[src/bfra_consts.svh]
// constants for the byte file register alu datapath
`ifndef BFRA_CONSTS_SVH
`define BFRA_CONSTS_SVH
`define BFRA_LIT_OFS_MAX 8'h5F
`define BFRA_ACCESS_SPLIT 8'h80
`define BFRA_ACCESS_HI_BANK 4'hF
`define BFRA_DEST_ACC 1'b0
`define BFRA_DEST_FILE 1'b1
`define BFRA_BANK_ACCESS 1'b0
`define BFRA_BANK_BSR 1'b1
`define BFRA_ACC_RST 8'h00
`define BFRA_STAT_RST 5'h00
`define BFRA_FLAG_C 0
`define BFRA_FLAG_DC 1
`define BFRA_FLAG_Z 2
`define BFRA_FLAG_OV 3
`define BFRA_FLAG_N 4
`define BFRA_DATA_W 8
`define BFRA_NIBBLE_W 4
`define BFRA_SIGN_BIT 7
`endif

[src/bfra_pkg.sv]
// types for the byte file register alu datapath
package bfra_pkg;
  typedef enum logic [1:0] {
    bfra_op_none = 2'b00,
    bfra_op_sub_borrow = 2'b01,
    bfra_op_swap = 2'b10
  } bfra_op_e;
  typedef enum logic [1:0] {
    bfra_mode_access = 2'b00,
    bfra_mode_banked = 2'b01,
    bfra_mode_indexed = 2'b10
  } bfra_mode_e;
endpackage

[src/bfra_addr_gen.sv]
// operand address resolution for file register access
`include "bfra_consts.svh"
module bfra_addr_gen import bfra_pkg::*; (
  // instruction fields
  input wire logic [7:0] file_addr,
  input wire logic bank_access,
  input wire logic ext_set_en,
  // core state
  input wire logic [3:0] bank_select_reg,
  input wire logic [11:0] index_base,
  // resolved address
  output logic [11:0] data_addr,
  output bfra_mode_e addr_mode
);
  always_comb begin
    if (bank_access == `BFRA_BANK_BSR) begin
      // [RULE5] bank plus offset
      addr_mode = bfra_mode_banked;
      data_addr = {bank_select_reg, file_addr};
    end else if (ext_set_en && file_addr <= `BFRA_LIT_OFS_MAX) begin
      // [RULE6] indexed literal offset
      addr_mode = bfra_mode_indexed;
      data_addr = index_base + {4'h0, file_addr};
    end else begin
      // [RULE4] access bank split
      addr_mode = bfra_mode_access;
      if (file_addr < `BFRA_ACCESS_SPLIT) begin
        data_addr = {4'h0, file_addr};
      end else begin
        data_addr = {`BFRA_ACCESS_HI_BANK, file_addr};
      end
    end
  end
endmodule

[src/bfra_alu.sv]
// byte file register alu: subtract with borrow and nibble swap
//
// Overview of operation
// [RULE1] subtract-with-borrow gives file minus accumulator minus inverted carry.
// [RULE2] destination bit zero writes result to accumulator, file untouched.
// [RULE3] destination bit one writes result back to the file register.
// [RULE4] bank bit zero resolves the address inside the access bank.
// [RULE5] bank bit one joins bank select register with the file address.
// [RULE6] extended set, bank bit zero, address up to 5Fh: indexed offset.
// [RULE7] nibble swap puts low nibble high and high nibble low.
// [RULE8] subtract updates N OV C DC Z; swap leaves flags alone.
`include "bfra_consts.svh"
module bfra_alu import bfra_pkg::*; (
  // clock and reset
  input wire logic clk_sys,
  input wire logic rst,
  // instruction from decoder
  input wire logic op_valid,
  input wire bfra_op_e op_code,
  input wire logic [7:0] file_addr,
  input wire logic dest_sel,
  input wire logic bank_access,
  input wire logic ext_set_en,
  // core state
  input wire logic [3:0] bank_select_reg,
  input wire logic [11:0] index_base,
  // register file read and write
  output logic [11:0] rf_addr,
  input wire logic [7:0] rf_rdata,
  output logic rf_we,
  output logic [7:0] rf_wdata,
  // accumulator and status
  output logic [7:0] acc,
  output logic [4:0] status_flags,
  output bfra_mode_e addr_mode
);
  // decoded operation strobes
  logic do_sub;
  logic do_swap;
  logic do_op;

  // subtractor: f plus inverted w plus carry
  logic [7:0] sub_a;
  logic [7:0] sub_b;
  wire logic [8:0] chain;
  wire logic [7:0] sub_sum;

  // flag candidates taken from the subtractor
  logic flag_c;
  logic flag_dc;
  logic flag_z;
  logic flag_ov;
  logic flag_n;

  // nibble exchange of the source byte
  wire logic [7:0] swap_byte;

  // chosen result and destination
  logic [7:0] result;
  logic to_acc;
  logic to_file;

  // next register values
  logic [7:0] next_acc;
  logic [4:0] next_status;

  genvar bi;

  bfra_addr_gen u_addr (
    .file_addr(file_addr),
    .bank_access(bank_access),
    .ext_set_en(ext_set_en),
    .bank_select_reg(bank_select_reg),
    .index_base(index_base),
    .data_addr(rf_addr),
    .addr_mode(addr_mode)
  );

  // an unused code is refused: no write and no flag change
  always_comb begin
    do_sub = 1'b0;
    do_swap = 1'b0;
    unique case (op_code)
      bfra_op_none: begin
        do_swap = 1'b0;
      end
      bfra_op_sub_borrow: begin
        do_sub = op_valid;
      end
      bfra_op_swap: begin
        do_swap = op_valid;
      end
      default: begin
        do_sub = 1'b0;
      end
    endcase
  end

  assign do_op = do_sub || do_swap;

  // [RULE1] operands for f minus w minus inverted carry
  assign sub_a = rf_rdata;
  assign sub_b = ~acc;
  // carry set means no borrow, so it enters the chain as it stands
  assign chain[0] = status_flags[`BFRA_FLAG_C];

  // [RULE1] ripple chain, bit 3 carry kept for the digit flag
  generate
    for (bi = 0; bi < `BFRA_DATA_W; bi++) begin : g_sub
      assign sub_sum[bi] = sub_a[bi] ^ sub_b[bi] ^ chain[bi];
      assign chain[bi + 1] = (sub_a[bi] & sub_b[bi])
        | (chain[bi] & (sub_a[bi] ^ sub_b[bi]));
    end
  endgenerate

  // [RULE8] flag candidates
  always_comb begin
    flag_c = chain[`BFRA_DATA_W];
    flag_dc = chain[`BFRA_NIBBLE_W];
    flag_z = (sub_sum == 8'h00);
    flag_n = sub_sum[`BFRA_SIGN_BIT];
    // carry into the sign bit differing from the carry out is overflow
    flag_ov = chain[`BFRA_DATA_W] ^ chain[`BFRA_SIGN_BIT];
  end

  // [RULE7] nibble exchange
  generate
    for (bi = 0; bi < `BFRA_NIBBLE_W; bi++) begin : g_swap
      assign swap_byte[bi + `BFRA_NIBBLE_W] = rf_rdata[bi];
      assign swap_byte[bi] = rf_rdata[bi + `BFRA_NIBBLE_W];
    end
  endgenerate

  // result of the current operation, the source byte when idle
  always_comb begin
    result = rf_rdata;
    if (do_sub) begin
      result = sub_sum;
    end else if (do_swap) begin
      result = swap_byte;
    end
  end

  // destination choice from the d bit
  always_comb begin
    to_acc = 1'b0;
    to_file = 1'b0;
    if (do_op) begin
      if (dest_sel == `BFRA_DEST_ACC) begin
        // [RULE2] result to accumulator
        to_acc = 1'b1;
      end else begin
        // [RULE3] result back to file
        to_file = 1'b1;
      end
    end
  end

  // strobe and data stay combinational so a read-modify-write fits in
  // one cycle; the file must latch them on the coming edge
  assign rf_we = to_file;
  assign rf_wdata = result;

  // [RULE2] accumulator only moves when it is the destination
  always_comb begin
    next_acc = acc;
    if (to_acc) begin
      next_acc = result;
    end
  end

  always_ff @(posedge clk_sys) begin
    if (rst) begin
      acc <= `BFRA_ACC_RST;
    end else begin
      acc <= next_acc;
    end
  end

  // [RULE8] subtract loads every flag, swap keeps them
  always_comb begin
    next_status = status_flags;
    if (do_sub) begin
      next_status[`BFRA_FLAG_C] = flag_c;
      next_status[`BFRA_FLAG_DC] = flag_dc;
      next_status[`BFRA_FLAG_Z] = flag_z;
      next_status[`BFRA_FLAG_OV] = flag_ov;
      next_status[`BFRA_FLAG_N] = flag_n;
    end
  end

  always_ff @(posedge clk_sys) begin
    if (rst) begin
      status_flags <= `BFRA_STAT_RST;
    end else begin
      status_flags <= next_status;
    end
  end
endmodule

[config.mk]
export PLATFORM = sky130hd
export DESIGN_NAME = bfra_alu
export DESIGN_NICKNAME = d
export VERILOG_FILES = /design/src/bfra_pkg.sv /design/src/bfra_addr_gen.sv /design/src/bfra_alu.sv
export VERILOG_INCLUDE_DIRS = /design/src
export SDC_FILE = /design/constraint.sdc
export NUM_CORES = 1
export LEC_CHECK = 0
export ABC_CLOCK_PERIOD_IN_PS = 4450
export BUFFER_PORTS_ARGS = -buffer_cell sky130_fd_sc_hd__buf_4
export CORE_MARGIN = 8
export CORE_UTILIZATION = 41
export CTS_CLUSTER_DIAMETER = 150
export CTS_CLUSTER_SIZE = 10
export DETAILED_ROUTE_END_ITERATION = 10
export PLACE_DENSITY = 0.71
export REMOVE_ABC_BUFFERS = 1
export SETUP_SLACK_MARGIN = 0.4
export SLEW_MARGIN = 20
export SYNTH_ARGS = -nofsm -noshare
export SYNTH_HDL_FRONTEND = slang
export SYNTH_SLANG_ARGS = --single-unit
[constraint.sdc]
create_clock -name clk_sys -period 4.45 [get_ports clk_sys]
set_clock_uncertainty 0.15 [all_clocks]
set_input_delay 0.445 -clock clk_sys [delete_from_list [all_inputs] [get_ports clk_sys]]
set_output_delay 0.445 -clock clk_sys [all_outputs]
set_load 0.01 [all_outputs]
==> metrics.md <==
| Metric | Value |
|---|---|
| Fmax achieved | 222 MHz |
| CP Launch Type | flop |
| Initial antenna violation count | 0 |
| Vias per cell | 5.38 |
| Compound-Gate Fraction of Synth Area | 0.284 |
| Worst Path Max Fanout | 2 |
| Synthesized area | approximately 0.0017 mm² |
| R2R Setup Slk | approximately 0.23 ns |
| Leakage | 1.15 nW |
| Final setup viols | 1 |
| DP Area | 0.00228 mm² |
| Overflow after GRT | 0 |
| Worst vdd rail ir drop | 0.148 mV |
| Mux cell area share after synthesis | 0.0374 |
| Status | complete, but fails checks |
| Fillers | 373 |
| Area delta synth->final | 44.2% |
| Hpwl dp | between 4 and 5 mm |
| Die X | 79.9 µm |
| Top post-synthesis cells by area | dfxtp_1, fa_1, o21ai_0 |
| Main synth FF type | dfxtp_1 |
| Synth Area in XOR/XNOR | 0.0419 |
| Worst slew pin tran | 0.621 ns |
| Starting Density | 0.421 |
| Fin crit share | 1.01 |
| # diodes | 0 |
| CTS root buffer | clkbuf_8 |
| Layout cells sized above 1 | 0.372 |
| First drt pass iteration count | 4 |
| WL/cell | between 10 and 15 µm |
| Max Cap Viol | 0 |
| Final hold violation count | 0 |
| Combinational family with the most area after synthesis | compound AO/OA/AOI/OAI gates |
| Slew Viols, Final | 0 |
| Synth async-reset ratio | 0 |
| Gpl congestion | a little under 0.9 |
| Largest net degree at the start of global routing | 23 |
| # H-tree levels | 1 |
| Via Count | between 1500 and 2000 |
| Post-synth top area share | 0.156 |
| Final wirelength | 5.05 mm |
| Unrepaired setup endpoints after global routing | true |
| Crit end category | primary output |
| Final Cell Area | 0.00241 mm² |
| Worst-case clock buffer depth | 2 |
| Min Tclk post-route | 4.50 ns |
| Die area | 0.00638 mm² |
| PwrDens | around 210 mW/mm² |
| Cell variety after synth | 46 |
| I/O pin count | 76 |
| Synth area leader | dfxtp_1 |
| Gate Count Post-Synth | 227 |
| Cell row count | 23 |
| Relative slew slack | 0.586 |
| Area share of fa/ha/maj cells after synthesis | 0.168 |
| CTS Hold Bufs | 0 |
| TritonCTS clock tree | yes |
| Global-route wire length before repair | roughly 8 mm |
| Synthesized flop and latch total | 13 |
| DR iter-0 viols | 75 |
| Post-route ant nets | 0 |
| Post-synthesis sequential area ratio | 0.156 |
| Clock sinks | 13 |
| Clock transition at the registers of the reported paths | 0.06 ns |
| Commonest cells after routing, fill and taps aside | buf_4, nor2_1, o21ai_0, inv_1, nand2_1 |
| Port Buf Inserts | 75 |
| All-Layer GR Usage | 0.153 |
| Required time worst endpoint | 3.86 ns |
| Die height | roughly 80 µm |
| TNS Setup | -0.0470 ns |
| Vias in the first global route | between 1500 and 2000 |
| Synth Area in Simple Gates | 0.216 |
| Worst-Skew Late Latency | 0.24 ns |
| Commonest non-fill, non-tap cell in the layout | buf_4 |
| Core outline area | 0.00397 mm² |
| CTS Buf Count | 3 |
| Fin nets | 362 |
| Hold Crit Class | in -> reg |
| Number of enable flip-flop cells after synthesis | 0 |
| Drt drc | 0 |
| Crit path arrival time | slightly below 4 ns |
| Worst Setup Slack, final | -0.0470 ns |
| Failing checks | negative setup slack |
| Crit Path Class | reg -> out |
| Mean Syn Cell Area | 7.36 µm² |
| Synth Warn # | 0 |
worst max-delay path, stage by stage (launching register included):
cell,delay [ns]
dfxtp_2,0.33
inv_2,0.04
fa_2,0.32
inv_2,0.06
fa_2,0.18
inv_2,0.04
fa_2,0.33
fa_2,0.35
inv_2,0.06
fa_2,0.18
inv_2,0.04
fa_2,0.34
fa_2,0.36
inv_2,0.06
fa_1,0.43
a2bb2oi_1,0.16
o221a_2,0.26
buf_6,0.13
cell families (layout without fill, tap and decap cells):
| family | after synthesis | after routing |
|---|---|---|
| buffers and inverters | 39 | 116 |
| xor gates and xnor gates | 8 | 8 |
| AOI/OAI and AO/OA | 74 | 74 |
| DFF | 13 | 13 |
| adders and majority gates | 17 | 17 |
| muxes | 6 | 6 |
| and+or+nand+nor | 70 | 70 |
stage by stage:
step | hold slack (ns) | cells | worst slack (ns) | total power [W] | utilization
5_1_grt | 0.345 | 354 | -0.164 | 0.000534 | 0.607
3_3_place_gp | 0.311 | 347 | -0.265 | 0.000368 | 0.575
3_5_place_dp | 0.324 | 347 | -0.330 | 0.000371 | 0.575
6_report | 0.328 | 354 | -0.0470 | 0.000497 | 0.607
4_1_cts | 0.325 | 353 | -0.104 | 0.000493 | 0.600
2_1_floorplan | 0.338 | 216 | -0.00386 | 0.000258 | -
cell usage after synthesis (all sizes together), types with 4 or more instances:
| master | count |
|---|---|
| dfxtp | 13 |
| nor2 | 26 |
| inv | 28 |
| buf | 9 |
| mux2i | 4 |
| a21oi | 12 |
| o21ai | 24 |
| ha | 8 |
| xor2 | 7 |
| a31oi | 4 |
| a21o | 4 |
| fa | 9 |
| a211oi | 9 |
| nand3 | 7 |
| nand2 | 17 |
power breakdown:
part / switching, W / internal [W] / total [W]
clock: 0.0000452 / 0.0000634 / 0.000109
combinational: 0.000128 / 0.000134 / 0.000261
sequential: 0.00000497 / 0.000122 / 0.000127
total: 0.000178 / 0.000320 / 0.000497
routing by layer:
layer | wire length [µm] | GRT usage
met5 | 0 | 0
met4 | 58 | 0.0436
met3 | 312 | 0.0282
met2 | 2410 | 0.262
met1 | 2270 | 0.189
cell type report:
| cell class | count | area, µm² | area share |
|---|---|---|---|
| multi-input cells | 175 | 1290 | 0.534 |
| repair buffers | 84 | 646 | 0.268 |
| flip-flops and latches | 13 | 262 | 0.109 |
| inverters | 28 | 108 | 0.0447 |
| well taps | 50 | 62.6 | 0.0260 |
| clock buffers | 4 | 45.0 | 0.0187 |
registers in the layout, summed over array words and instances, names as in the netlist:
name,cells
acc,8
status_flags,5
worst paths after layout:
path                                 startpoint              end  depth (start not counted)
worst max-delay path            status_flags[0]      rf_wdata[7]                         17
worst max register to register  status_flags[0]  status_flags[2]                         20
worst min-delay path                        rst  status_flags[0]                          2
worst min register to register  status_flags[3]  status_flags[3]                          2
timing repair:
| action | in CTS | in global routing |
|---|---|---|
| setup endpoints to repair | 4 | 4 |
| pin swaps | 7 | 5 |
| buffers inserted | 2 | 1 |
| resized for setup | 20 | 3 |
(Power assumes the default switching activity.)
